$ cat src/common/uemr_defines.svh
/*
 * Constants of the endpoint mode responder: register byte offsets,
 * field positions, mode encodings and reset values.
 * Assumes it is included by bare name from the design files; the package does not include it.
 */
`ifndef UEMR_DEFINES_SVH
`define UEMR_DEFINES_SVH

// register byte offsets on the bus
`define UEMR_OFS_CTRL_MODE 5'h00
`define UEMR_OFS_DATA_MODE 5'h04
`define UEMR_OFS_CTRL_CNT 5'h08
`define UEMR_OFS_DATA_CNT 5'h0C
`define UEMR_OFS_IRQ_EN 5'h10

// field positions
`define UEMR_STALL_BIT 7
`define UEMR_CNT_MSB 3
`define UEMR_IEN_CTRL_BIT 0
`define UEMR_IEN_DATA_MSB 2
`define UEMR_IEN_DATA_LSB 1

// mode encodings
`define UEMR_MODE_DISABLED 4'h0
`define UEMR_MODE_NAK_INOUT 4'h1
`define UEMR_MODE_STATUS_OUT 4'h2
`define UEMR_MODE_STALL_INOUT 4'h3
`define UEMR_MODE_IGNORE_INOUT 4'h4
`define UEMR_MODE_RSVD_5 4'h5
`define UEMR_MODE_STATUS_IN 4'h6
`define UEMR_MODE_RSVD_7 4'h7
`define UEMR_MODE_NAK_OUT 4'h8
`define UEMR_MODE_ACK_OUT 4'h9
`define UEMR_MODE_NAKOUT_STIN 4'hA
`define UEMR_MODE_ACKOUT_NAKIN 4'hB
`define UEMR_MODE_NAK_IN 4'hC
`define UEMR_MODE_ACK_IN 4'hD
`define UEMR_MODE_NAKIN_STOUT 4'hE
`define UEMR_MODE_ACKIN_STOUT 4'hF

// reset values
`define UEMR_RST_MODE 4'h0
`define UEMR_RST_CNT 4'h0
`define UEMR_RST_IEN 3'h0

`endif

$ cat src/common/uemr_pkg.sv
/*
 * Types shared by the endpoint mode responder and its decoder.
 * Assumes the defines header is on the include path.
 */
`default_nettype none
package uemr_pkg;
	// token kind delivered by the packet front end
	typedef enum logic [1:0] {
		UEMR_PID_SETUP,
		UEMR_PID_IN,
		UEMR_PID_OUT
	} uemr_pid_t;

	// answer handed back to the packet front end
	typedef enum logic [2:0] {
		UEMR_RESP_NONE,
		UEMR_RESP_ACK,
		UEMR_RESP_NAK,
		UEMR_RESP_STALL,
		UEMR_RESP_TX0,
		UEMR_RESP_TXCNT
	} uemr_resp_t;

	// per mode behaviour toward OUT
	typedef enum logic [2:0] {
		UEMR_OUT_IGNORE,
		UEMR_OUT_NAK,
		UEMR_OUT_STALL,
		UEMR_OUT_ACK,
		UEMR_OUT_CHECK
	} uemr_out_t;

	// whole state of the responder
	typedef struct packed {
		logic [3:0] ctrl_mode;
		logic [3:0] data_mode;
		logic data_stall;
		logic [3:0] ctrl_cnt;
		logic [3:0] data_cnt;
		logic [2:0] irq_en;
		logic avs_wait;
		logic [31:0] rdata;
		logic resp_valid;
		uemr_resp_t resp;
		logic [3:0] tx_count;
		logic ctrl_irq;
		logic data_irq;
	} uemr_state_t;
endpackage
`default_nettype wire

$ cat src/hw/uemr_mode_decode.sv
/*
 * Mode decoder: turns an endpoint mode, its stall bit and the token with
 * its data packet status into the answer. Purely combinational.
 * Assumes inputs are stable in the cycle the token is presented.
 */
`default_nettype none
`include "uemr_defines.svh"
module uemr_mode_decode (
	// endpoint setting
	input wire logic [3:0] i_mode,
	input wire logic i_stall,
	// token and data packet status
	input wire uemr_pkg::uemr_pid_t i_pid,
	input wire logic i_pkt_valid,
	input wire logic i_pkt_zero_len,
	input wire logic i_pkt_toggle,
	// answer
	output uemr_pkg::uemr_resp_t o_resp,
	output logic o_setup_accept,
	output logic o_out_ack_mode
);
	import uemr_pkg::*;

	uemr_resp_t in_resp;
	uemr_out_t out_kind;

	// mode table: SETUP acceptance, IN answer, OUT behaviour
	always_comb begin
		o_setup_accept = 1'b0;
		in_resp = UEMR_RESP_NONE;
		out_kind = UEMR_OUT_IGNORE;
		case (i_mode)
			`UEMR_MODE_DISABLED: begin
				o_setup_accept = 1'b0;
			end
			`UEMR_MODE_NAK_INOUT: begin
				o_setup_accept = 1'b1;
				in_resp = UEMR_RESP_NAK;
				out_kind = UEMR_OUT_NAK;
			end
			`UEMR_MODE_STATUS_OUT: begin
				o_setup_accept = 1'b1;
				in_resp = UEMR_RESP_STALL;
				out_kind = UEMR_OUT_CHECK;
			end
			`UEMR_MODE_STALL_INOUT: begin
				o_setup_accept = 1'b1;
				in_resp = UEMR_RESP_STALL;
				out_kind = UEMR_OUT_STALL;
			end
			`UEMR_MODE_IGNORE_INOUT: begin
				o_setup_accept = 1'b1;
			end
			`UEMR_MODE_RSVD_5: begin
				out_kind = UEMR_OUT_ACK; // unsupported; still ACKs a valid OUT
			end
			`UEMR_MODE_STATUS_IN: begin
				o_setup_accept = 1'b1;
				in_resp = UEMR_RESP_TX0;
				out_kind = UEMR_OUT_STALL;
			end
			`UEMR_MODE_RSVD_7: begin
				in_resp = UEMR_RESP_TXCNT;
			end
			`UEMR_MODE_NAK_OUT: begin
				out_kind = UEMR_OUT_NAK;
			end
			`UEMR_MODE_ACK_OUT: begin
				out_kind = i_stall ? UEMR_OUT_STALL : UEMR_OUT_ACK;
			end
			`UEMR_MODE_NAKOUT_STIN: begin
				o_setup_accept = 1'b1;
				in_resp = UEMR_RESP_TX0;
				out_kind = UEMR_OUT_NAK;
			end
			`UEMR_MODE_ACKOUT_NAKIN: begin
				o_setup_accept = 1'b1;
				in_resp = UEMR_RESP_NAK;
				out_kind = UEMR_OUT_ACK;
			end
			`UEMR_MODE_NAK_IN: begin
				in_resp = UEMR_RESP_NAK;
			end
			`UEMR_MODE_ACK_IN: begin
				in_resp = i_stall ? UEMR_RESP_STALL : UEMR_RESP_TXCNT;
			end
			`UEMR_MODE_NAKIN_STOUT: begin
				o_setup_accept = 1'b1;
				in_resp = UEMR_RESP_NAK;
				out_kind = UEMR_OUT_CHECK;
			end
			`UEMR_MODE_ACKIN_STOUT: begin
				o_setup_accept = 1'b1;
				in_resp = UEMR_RESP_TXCNT;
				out_kind = UEMR_OUT_CHECK;
			end
			default: begin
				o_setup_accept = 1'b0;
			end
		endcase
	end

	// answer by token kind; corrupt packets are never ACKed, but NAK and STALL modes still answer them
	always_comb begin
		o_out_ack_mode = (out_kind == UEMR_OUT_ACK);
		o_resp = UEMR_RESP_NONE;
		case (i_pid)
			UEMR_PID_SETUP: begin
				if (o_setup_accept && i_pkt_valid) begin
					o_resp = UEMR_RESP_ACK;
				end
			end
			UEMR_PID_IN: begin
				o_resp = in_resp;
			end
			UEMR_PID_OUT: begin
				case (out_kind)
					UEMR_OUT_NAK: o_resp = UEMR_RESP_NAK;
					UEMR_OUT_STALL: o_resp = UEMR_RESP_STALL;
					UEMR_OUT_ACK: begin
						if (i_pkt_valid) begin
							o_resp = UEMR_RESP_ACK;
						end
					end
					UEMR_OUT_CHECK: begin
						// zero length with toggle 1 passes
						if (i_pkt_valid && i_pkt_zero_len && i_pkt_toggle) begin
							o_resp = UEMR_RESP_ACK;
						end else if (i_pkt_valid) begin
							o_resp = UEMR_RESP_STALL;
						end
					end
					default: o_resp = UEMR_RESP_NONE;
				endcase
			end
			default: o_resp = UEMR_RESP_NONE;
		endcase
	end
endmodule
`default_nettype wire

$ cat src/hw/uemr_responder.sv
/*
 * Endpoint mode responder: mode, count and interrupt enable registers on
 * an Avalon-MM slave, the answer to each token for the control and the
 * data endpoint, automatic mode changes and gated interrupt pulses.
 * Assumes the packet front end runs on the same clock, presents one
 * token per pulse with its data packet status already known, and reports
 * host ACKs after counted transmits as a separate pulse.
 */
`default_nettype none
`include "uemr_defines.svh"
module uemr_responder (
	// clock and reset
	input wire logic i_ref_clk,
	input wire logic i_rst_b,
	// Avalon-MM slave
	input wire logic [4:0] i_avs_address,
	input wire logic i_avs_read,
	input wire logic i_avs_write,
	input wire logic [31:0] i_avs_writedata,
	output logic [31:0] o_avs_readdata,
	output logic o_avs_waitrequest,
	// token from the packet front end
	input wire logic i_tok_valid,
	input wire uemr_pkg::uemr_pid_t i_tok_pid,
	input wire logic i_tok_ep,
	input wire logic i_pkt_valid,
	input wire logic i_pkt_zero_len,
	input wire logic i_pkt_toggle,
	// handshake received from the host after an IN
	input wire logic i_host_ack,
	input wire logic i_host_ack_ep,
	// answer to the packet front end
	output logic o_resp_valid,
	output uemr_pkg::uemr_resp_t o_resp,
	output logic [3:0] o_tx_count,
	// interrupt requests toward the interrupt controller
	output logic o_ctrl_ep_irq,
	output logic o_data_ep_irq
);
	import uemr_pkg::*;

	uemr_state_t s_reg;
	uemr_state_t s_next;

	// decoder inputs for the endpoint the token addresses
	logic [3:0] dec_mode;
	logic dec_stall;
	uemr_resp_t dec_resp;
	logic dec_setup_accept;
	logic dec_out_ack_mode;

	// one decoder shared by both endpoints; tokens never overlap
	assign dec_mode = i_tok_ep ? s_reg.data_mode : s_reg.ctrl_mode;
	assign dec_stall = i_tok_ep & s_reg.data_stall;

	uemr_mode_decode u_decode (
		.i_mode(dec_mode),
		.i_stall(dec_stall),
		.i_pid(i_tok_pid),
		.i_pkt_valid(i_pkt_valid),
		.i_pkt_zero_len(i_pkt_zero_len),
		.i_pkt_toggle(i_pkt_toggle),
		.o_resp(dec_resp),
		.o_setup_accept(dec_setup_accept),
		.o_out_ack_mode(dec_out_ack_mode)
	);

	// next state: bus first, then token and handshake effects
	always_comb begin
		logic req;
		logic [31:0] rd_word;
		logic ctrl_en;
		logic data_en;
		logic ev_nak_stall;
		logic ev_out_data;
		logic ev_setup;
		logic ev_tx0;
		logic [3:0] new_mode;
		logic [3:0] ack_mode;

		req = 1'b0;
		rd_word = 32'h0000_0000;
		ctrl_en = 1'b0;
		data_en = 1'b0;
		ev_nak_stall = 1'b0;
		ev_out_data = 1'b0;
		ev_setup = 1'b0;
		ev_tx0 = 1'b0;
		new_mode = 4'h0;
		ack_mode = 4'h0;

		s_next = s_reg;
		s_next.resp_valid = 1'b0;
		s_next.ctrl_irq = 1'b0;
		s_next.data_irq = 1'b0;

		// read word; unmapped offsets and reserved bits read zero
		case (i_avs_address)
			`UEMR_OFS_CTRL_MODE: rd_word[3:0] = s_reg.ctrl_mode;
			`UEMR_OFS_DATA_MODE: begin
				rd_word[3:0] = s_reg.data_mode;
				rd_word[`UEMR_STALL_BIT] = s_reg.data_stall;
			end
			`UEMR_OFS_CTRL_CNT: rd_word[3:0] = s_reg.ctrl_cnt;
			`UEMR_OFS_DATA_CNT: rd_word[3:0] = s_reg.data_cnt;
			`UEMR_OFS_IRQ_EN: rd_word[2:0] = s_reg.irq_en;
			default: rd_word = 32'h0000_0000;
		endcase

		// one wait cycle per access; data ready when wait drops
		req = i_avs_read | i_avs_write;
		s_next.avs_wait = ~(req & s_reg.avs_wait);
		if (i_avs_read && s_reg.avs_wait) begin
			s_next.rdata = rd_word;
		end

		// writes land on the edge that sees wait low
		if (i_avs_write && !s_reg.avs_wait) begin
			case (i_avs_address)
				`UEMR_OFS_CTRL_MODE: begin
					s_next.ctrl_mode = i_avs_writedata[3:0];
				end
				`UEMR_OFS_DATA_MODE: begin
					s_next.data_mode = i_avs_writedata[3:0];
					s_next.data_stall = i_avs_writedata[`UEMR_STALL_BIT];
				end
				`UEMR_OFS_CTRL_CNT: begin
					s_next.ctrl_cnt = i_avs_writedata[`UEMR_CNT_MSB:0];
				end
				`UEMR_OFS_DATA_CNT: begin
					s_next.data_cnt = i_avs_writedata[`UEMR_CNT_MSB:0];
				end
				`UEMR_OFS_IRQ_EN: begin
					s_next.irq_en = i_avs_writedata[2:0];
				end
				default: begin
					s_next.irq_en = s_reg.irq_en;
				end
			endcase
		end

		// enables: either bit of the two-bit field opens the data path
		ctrl_en = s_reg.irq_en[`UEMR_IEN_CTRL_BIT];
		data_en = |s_reg.irq_en[`UEMR_IEN_DATA_MSB:`UEMR_IEN_DATA_LSB];

		// token answer; hardware mode changes override a same-cycle write
		if (i_tok_valid) begin
			s_next.resp_valid = 1'b1;
			s_next.resp = dec_resp;
			s_next.tx_count = 4'h0;
			if (dec_resp == UEMR_RESP_TXCNT) begin
				s_next.tx_count = i_tok_ep ? s_reg.data_cnt : s_reg.ctrl_cnt;
			end

			// events of this transaction
			ev_nak_stall = (i_tok_pid != UEMR_PID_SETUP) &&
				(dec_resp == UEMR_RESP_NAK || dec_resp == UEMR_RESP_STALL);
			ev_out_data = (i_tok_pid == UEMR_PID_OUT) &&
				(dec_resp == UEMR_RESP_ACK || dec_out_ack_mode);
			ev_setup = (i_tok_pid == UEMR_PID_SETUP) && dec_setup_accept;
			ev_tx0 = (dec_resp == UEMR_RESP_TX0);

			if (!i_tok_ep) begin
				s_next.ctrl_irq = ctrl_en &
					(ev_setup | ev_tx0 | ev_out_data | ev_nak_stall);
			end else begin
				s_next.data_irq = data_en & (ev_out_data | ev_nak_stall);
			end

			// mode rewrites after an ACK we issued
			new_mode = dec_mode;
			if (i_tok_pid == UEMR_PID_OUT && dec_resp == UEMR_RESP_ACK) begin
				if (dec_mode == `UEMR_MODE_ACK_OUT) begin
					new_mode = `UEMR_MODE_NAK_OUT;
				end else if (dec_mode == `UEMR_MODE_ACKOUT_NAKIN) begin
					new_mode = `UEMR_MODE_NAK_INOUT;
				end
			end
			if (i_tok_pid == UEMR_PID_SETUP && dec_resp == UEMR_RESP_ACK &&
				!i_tok_ep && dec_mode != `UEMR_MODE_DISABLED) begin
				new_mode = `UEMR_MODE_NAK_INOUT;
			end
			if (new_mode != dec_mode) begin
				if (i_tok_ep) begin
					s_next.data_mode = new_mode;
				end else begin
					s_next.ctrl_mode = new_mode;
				end
			end
		end else if (i_host_ack) begin
			// host ACK closes a counted IN; the mode drops to its NAK form
			ack_mode = i_host_ack_ep ? s_reg.data_mode : s_reg.ctrl_mode;
			new_mode = ack_mode;
			if (ack_mode == `UEMR_MODE_ACKIN_STOUT) begin
				new_mode = `UEMR_MODE_NAKIN_STOUT;
			end else if (ack_mode == `UEMR_MODE_ACK_IN) begin
				new_mode = `UEMR_MODE_NAK_IN;
			end
			if (i_host_ack_ep) begin
				s_next.data_mode = new_mode;
				s_next.data_irq = data_en;
			end else begin
				s_next.ctrl_mode = new_mode;
			end
		end
	end

	// state register; modes come out of reset disabled
	always_ff @(posedge i_ref_clk) begin
		if (!i_rst_b) begin
			s_reg <= '0;
			s_reg.ctrl_mode <= `UEMR_RST_MODE;
			s_reg.data_mode <= `UEMR_RST_MODE;
			s_reg.ctrl_cnt <= `UEMR_RST_CNT;
			s_reg.data_cnt <= `UEMR_RST_CNT;
			s_reg.irq_en <= `UEMR_RST_IEN;
			s_reg.avs_wait <= 1'b1;
			s_reg.resp <= UEMR_RESP_NONE;
		end else begin
			s_reg <= s_next;
		end
	end

	// every output straight from the state register
	assign o_avs_readdata = s_reg.rdata;
	assign o_avs_waitrequest = s_reg.avs_wait;
	assign o_resp_valid = s_reg.resp_valid;
	assign o_resp = s_reg.resp;
	assign o_tx_count = s_reg.tx_count;
	assign o_ctrl_ep_irq = s_reg.ctrl_irq;
	assign o_data_ep_irq = s_reg.data_irq;
endmodule
`default_nettype wire

$ cat config.mk
export PLATFORM = sky130hd
export DESIGN_NAME = uemr_responder
export DESIGN_NICKNAME = d
export VERILOG_FILES = /design/src/common/uemr_pkg.sv /design/src/hw/uemr_mode_decode.sv /design/src/hw/uemr_responder.sv
export VERILOG_INCLUDE_DIRS = /design/src /design/src/common
export SDC_FILE = /design/constraint.sdc
export NUM_CORES = 1
export LEC_CHECK = 0
export ABC_CLOCK_PERIOD_IN_PS = 5000
export BUFFER_PORTS_ARGS = -buffer_cell sky130_fd_sc_hd__buf_2
export CORE_ASPECT_RATIO = 1.4
export CORE_MARGIN = 3
export CORE_UTILIZATION = 50
export DETAILED_ROUTE_END_ITERATION = 10
export PLACE_DENSITY = 0.81
export SYNTH_ARGS = -nofsm -noshare
export SYNTH_HDL_FRONTEND = slang
export SYNTH_SLANG_ARGS = --single-unit
$ cat constraint.sdc
create_clock -name i_ref_clk -period 5 [get_ports i_ref_clk]
set_input_delay 1 -clock i_ref_clk [delete_from_list [all_inputs] [get_ports i_ref_clk]]
set_output_delay 1 -clock i_ref_clk [all_outputs]
set_load 0.02 [all_outputs]
# Yosys cells after proc, flatten, opt, wreduce, memory -nomap -nowiden
# Cells that the tools add are included.
dict set report classes {
  n_addsub 0
  n_mul 0
  n_div 0
  order_cmp 0
  n_eq_ne 33
  shifts 0
  mux 44
  bitwise_logic 12
  reduce_logical 35
}
# operator n
set ops {}
lappend ops {{2-to-1 mux 4 bit} 18}
lappend ops {{one-hot mux 3 bit (5 select lines)} 3}
lappend ops {{== test 4 bit, second input constant} 10}
lappend ops {{2-to-1 mux 8 bit} 3}
lappend ops {{2-to-1 mux 20 bit} 1}
lappend ops {{== test 4 x 3 -> 1 bit, second input constant} 4}
lappend ops {{== test 3 x 2 -> 1 bit, second input constant} 4}
lappend ops {{logical AND 1 bit} 12}
lappend ops {{one-hot mux 3 bit (4 select lines)} 1}
lappend ops {{OR reduction 2 bit} 6}
lappend ops {{== test 5 x 4 -> 1 bit, second input constant} 2}
lappend ops {{2-to-1 mux 1 bit} 10}
lappend ops {{== test 3 bit, second input constant} 3}
lappend ops {{2-to-1 mux 3 bit} 3}
lappend ops {{2-to-1 mux 9 bit} 1}
lappend ops {{one-hot mux 3 bit (3 select lines)} 1}
lappend ops {{OR reduction 3 bit} 3}
lappend ops {{OR reduction 9 bit} 1}
lappend ops {{== test 4 x 2 -> 1 bit, second input constant} 2}
lappend ops {{AND reduction 2 bit} 4}
lappend ops {{== test 3 x 1 -> 1 bit, second input constant} 2}
lappend ops {{== test 5 x 3 -> 1 bit, second input constant} 1}
lappend ops {{== test 5 bit, second input constant} 1}
lappend ops {{logical NOT 5 bit} 1}
lappend ops {{16 further kinds} 27}
dict set report totals {
  register_bits 36
  latch_bits 0
  mem_bits_rw 0
  mem_bits_ro 0
  inputBits 50
  output_inout_bits 43
  word_cells 137
  n_memories 0
}

# Logic depth before layout (Yosys ltp)
dict set report logic_depth {
  depth_word 16
  depth_mapped 9
  ltp_nobuf 7
}

# Modules after synthesis
# From an unflattened synthesis, not the netlist that was laid out.
dict set report unflattened {
  hier_cells 341
  hier_area_um2 2701.3
}
# mod instances cells_per_inst area_each_um2
set modules_own_cells {}
lappend modules_own_cells {uemr_responder 1 287 2356.0}
lappend modules_own_cells {uemr_mode_decode 1 54 345.3}

# Least setup slack after synthesis
# OpenSTA, ideal clock, no wires.
dict set report synth_timing {
  path_kind {input to register}
  from {input port i_tok_ep}
  to {register s_reg[55] in the netlist's numbering}
  arrival_ns 2.822
  required_ns 4.938
  setup_slack_ns 2.116
  path_stages 9
  path_cell_list {buf_6 > mux2_4 > a211oi_1 > a2111oi_1 > a311oi_2 > o21ai_2 > buf_6 > or4_1 > nand3_1}
}
dict set report synth_via {
  elab_chain_len 16
}
# item line
set synth_rtl {}
lappend synth_rtl {{start, declared} uemr_responder.sv:25} ;# input wire logic i_tok_ep,
lappend synth_rtl {{2-to-1 mux 4 bit} uemr_responder.sv:53} ;# assign dec_mode = i_tok_ep ? s_reg.data_mode : s_reg.ctrl_mode;
lappend synth_rtl {{== test 4 x 2 -> 1 bit, or another cell as far along} uemr_mode_decode.sv:32} ;# case (i_mode)
lappend synth_rtl {{OR reduction 3 bit (no source line), or another cell as far along} n/a}
lappend synth_rtl {{one-hot mux 3 bit (5 select lines) / 2-to-1 mux 1 bit (equally long branches)} uemr_mode_decode.sv:32}
lappend synth_rtl {{== test 3 bit, or another cell as far along} uemr_mode_decode.sv:117} ;# case (out_kind)
lappend synth_rtl {{one-hot mux 3 bit (4 select lines) / 2-to-1 mux 1 bit (equally long branches)} {uemr_mode_decode.sv:117, uemr_mode_decode.sv:109}}
lappend synth_rtl {{one-hot mux 3 bit (3 select lines)} uemr_mode_decode.sv:107} ;# case (i_pid)
lappend synth_rtl {{== test 3 x 1 -> 1 bit} {uemr_responder.sv:172, uemr_responder.sv:179}}
lappend synth_rtl {{logical AND 1 bit (2 in a row)} uemr_responder.sv:179} ;# if (i_tok_pid == UEMR_PID_SETUP && dec_resp == UEMR_RESP_ACK &&
lappend synth_rtl {{logical AND 1 bit (no source line)} n/a}
lappend synth_rtl {{2-to-1 mux 4 bit} uemr_responder.sv:179}
lappend synth_rtl {{2-to-1 mux 4 bit} uemr_responder.sv:147} ;# if (i_tok_valid) begin
lappend synth_rtl {{!= test 4 bit / 2-to-1 mux 4 bit (equally long branches)} {uemr_responder.sv:183, uemr_responder.sv:184}}
lappend synth_rtl {{2-to-1 mux 8 bit (*)} uemr_responder.sv:183} ;# if (new_mode != dec_mode) begin
lappend synth_rtl {{2-to-1 mux 8 bit (*)} uemr_responder.sv:147}
lappend synth_rtl {{end signal, assigned} uemr_responder.sv:220} ;# s_reg <= s_next;
lappend synth_rtl {{end, declared} uemr_responder.sv:42} ;# uemr_state_t s_reg;
# Every way passes the cells marked *; elsewhere a longest branch is shown, timed or not. The select of a mux whose other input is x is not followed.
# A chain may end at the register's enable or synchronous reset.

# Worst setup path in the final report
dict set report layout_timing {
  from {input port i_tok_ep}
  to {register s_reg[57] in the netlist's numbering}
}
# Same word-level chain as after synthesis.

==> key figures <==
Placed design
  – IO Port Bufs: 38
  – Post-Place Cell Area: 0.00257 sq mm
  – Final Wtd Congestion: 0.973
  – DP HPWL: 4720 um

Detailed routing
  – Starting DRC count in detailed routing: 157
  – Pre-antenna DRT Iters: 4
  – WL final: 6260 um
  – Remaining antenna violation count: 0
  – Routed via count: 2295
  – Vias per std cell: 5.91
  – DRC: 0
  – DR WL/cell: 16.1 um

Pwr
  – Flop pwr share: 51.0%
  – Sw Share: 29.4%
  – Combinational Power Share: 16.9%
  – Peak supply drop: 0.0716 mV
  – Power Density: 220 mW/mm^2
  – Net switching power: 0.171 mW
  – Clock share of power: 32.2%
  – P_leak: 1.05 nW
  – Pint: 0.410 mW
  – Total power draw: 0.581 mW

Synth
  – Async S/R FF share, synth: 0%
  – Post-Syn Area per Cell: 8.34 sq um
  – Sequential share of the synthesized area: 28.2%
  – Ys flop type: dfxtp_1
  – Number of synthesized flops with an enable pin: 0
  – Netlist Area Pre-Place: 0.00255 sq mm
  – Area contributors post-synth: dfxtp_1 (28%), buf_4 (11%), mux2i_1 (6.3%)
  – Distinct cells, synth: 51
  – Yosys warnings: 0
  – Top-area cell type share of the netlist area: 28.2%
  – Synth Register Bits: 36
  – Synth area leader: dfxtp_1
  – Syn Inst Count: 306

Cells and area
  – Final instance area: 0.00264 sq mm
  – Area Overhead vs Synth: 3.28%
  – Largest register FFs: 20
  – Layout Nets: 376
  – Fillcell total: 484
  – Diode count: 0
  – Multi-input logic area: 0.00157 sq mm
  – Fraction of layout cells with a size suffix above 1: 20.7%
  – Register area: 721 sq um

Setup path
  – CP Cell Sequence: buf_2, mux2_2, o31ai_1, a21oi_1, a2111o_1, o21ai_2, nor4_2, o31ai_2
  – Crit path max fanout: 21
  – Crit Path Category: in2reg
  – Data arrival, critical path: 3.62 ns
  – CP Launch Type: primary input
  – Setup crit end kind: flip-flop
  – Critical Path RT: 5.20 ns
  – CP max stage cell: a2111o_1
  – Slowest Stage Delay on Critical Path: 0.54 ns

Die
  – Die H: 90.5 um
  – Die area: 0.00601 sq mm
  – Initial Util: 52.3%
  – IO Pins: 93
  – Core box area: 0.00488 sq mm
  – Num rows: 30
  – Die extent in x: 66.4 um

Clock network
  – CTS Buf Count: 5
  – Post-CTS Setup Inserts: 0
  – CTS tree: yes
  – Clk buf depth: 2
  – Clk_lat worst skew: 0.29 ns
  – Post_cts resized: 0
  – Hold-fix buffers at CTS: 0
  – Clk pin slew, worst setup/hold paths: 0.07 ns
  – H-tree depth: 2
  – Clock sinks: 36
  – Root Buffer: clkbuf_8

Timing
  – Total negative setup slack: 0 ns
  – Worst slew margin: 60.2%
  – RSZ-0062 raised after global routing: no
  – Clk_skew: 0.00166 ns
  – Min Hold Slack: 0.446 ns
  – Final Setup Violations: 0
  – Crit share post-route: 68.3%
  – Slew Viols, Final: 0
  – Tmin final: 3.42 ns
  – Fmax: 293 MHz
  – Final Hold Viols: 0
  – Worst Max-Slew Pin Slew: 0.585 ns

Global routing
  – First-pass GRT wire length: 10400 um
  – Total GRT Usage: 21.7%
  – Met2 GRT Util: 36.3%
  – Initial antenna violation count: 0
  – GR Util met1: 25.6%
  – Pin count of the biggest net entering global routing: 31
  – Remaining Overflow, GRT: 0
  – Vias in the first global route: 2220
  – Met3 global-route usage: 2.37%
  – Grt peak-use layer: met2

Run
  – Maxcap violations: 0

Run status
  – Status: completed

Worst hold path
  – Worst Hold Class: reg2reg
## layout by cell type (no fill, tap or decap), types with 13 or more instances in the layout
cell | netlist | routed
nor2b_1 | 19 | 19
a21oi_1 | 16 | 16
o21ai_0 | 16 | 16
nand3_1 | 13 | 13
nand2_1 | 33 | 33
conb_1 | 1 | 27
buf_2 | 0 | 38
dfxtp_1 | 36 | 36
mux2i_1 | 16 | 16
## power by group through the flow
stage / registers [mW] / clock network, mW / logic [mW]
2_1_floorplan: 0.302 / 0 / 0.0871
3_3_place_gp: 0.302 / 0 / 0.0957
3_5_place_dp: 0.302 / 0 / 0.0966
4_1_cts: 0.296 / 0.188 / 0.0968
5_1_grt: 0.296 / 0.199 / 0.107
6_report: 0.296 / 0.187 / 0.0980
## synthesized netlist by cell type, types with 2 or more instances
master,count
buf_4,39
dfxtp_1,36
nand2_1,33
nor2b_1,19
a21oi_1,16
mux2i_1,16
o21ai_0,16
nand3_1,13
a22oi_1,10
clkbuf_1,10
nor2_1,10
mux2_2,8
a21boi_0,6
mux2i_2,4
nor3_1,4
o211ai_1,4
o21ai_1,4
a31oi_1,3
and2_1,3
mux2_4,3
nand2b_1,3
o22ai_1,3
o31ai_1,3
or3_1,3
a2111o_1,2
a2111oi_1,2
and3b_1,2
buf_6,2
inv_1,2
nor2_2,2
nor4_1,2
o211a_1,2
o221ai_1,2
or4_1,2
## metal layers
| metal | routed length, um | part of all wire, % | up-vias |
|---|---|---|---|
| met3 | 325 | 5.2 | 28 |
| met2 | 3190 | 51 | 101 |
| li1 | - | - | 1086 |
| met1 | 2420 | 39 | 1080 |
| met4 | 319 | 5.1 | 0 |
| met5 | 0 | 0 | - |
## through the flow
| stage | std cells | utilization, % | setup WS, ns |
|---|---|---|---|
| after detailed placement | 383 | 52.6 | 1.31 |
| after global placement | 383 | 52.6 | 1.37 |
| final | 388 | 54.0 | 1.58 |
| after floorplan | 332 | - | 2.12 |
| after global routing | 388 | 54.0 | 1.42 |
| after CTS | 388 | 54.0 | 1.61 |
## area by class of cell
| type | count | area share, % |
|---|---|---|
| flip-flops and latches | 36 | 27.3 |
| repair buffers | 38 | 7.21 |
| clock buffers | 5 | 2.61 |
| multi-input cells | 243 | 59.5 |
| well taps | 64 | 3.04 |
| inverters | 2 | 0.285 |
## kinds of logic after synthesis
group,count (synthesis),synth area share (%)
multiplexers,32,14.6
XOR/XNOR,1,0.343
AND/OR/NAND/NOR,102,20.8
other,1,0.147
flip-flops,36,28.2
AO/OA/AOI/OAI,81,21.8
buffers and inverters,53,14.1
## final timing paths
path | start | end | slack, ns | cells past startpoint
setup / recovery | i_tok_ep | s_reg[57] | 1.58 | 8
hold / removal | o_tx_count[1] | o_tx_count[1] | 0.45 | 2
setup reg to reg | s_reg[58] | s_reg[57] | 2.46 | 7
hold reg to reg | o_tx_count[1] | o_tx_count[1] | 0.45 | 2
## critical path: cells and delay by family
kind,cells,cell delay (ns)
AOI/OAI and AO/OA,5,1.54
muxes,1,0.48
buffers and inverters,1,0.46
and+or+nand+nor,1,0.13
No activity file was read; power rests on OpenSTA's default activity.
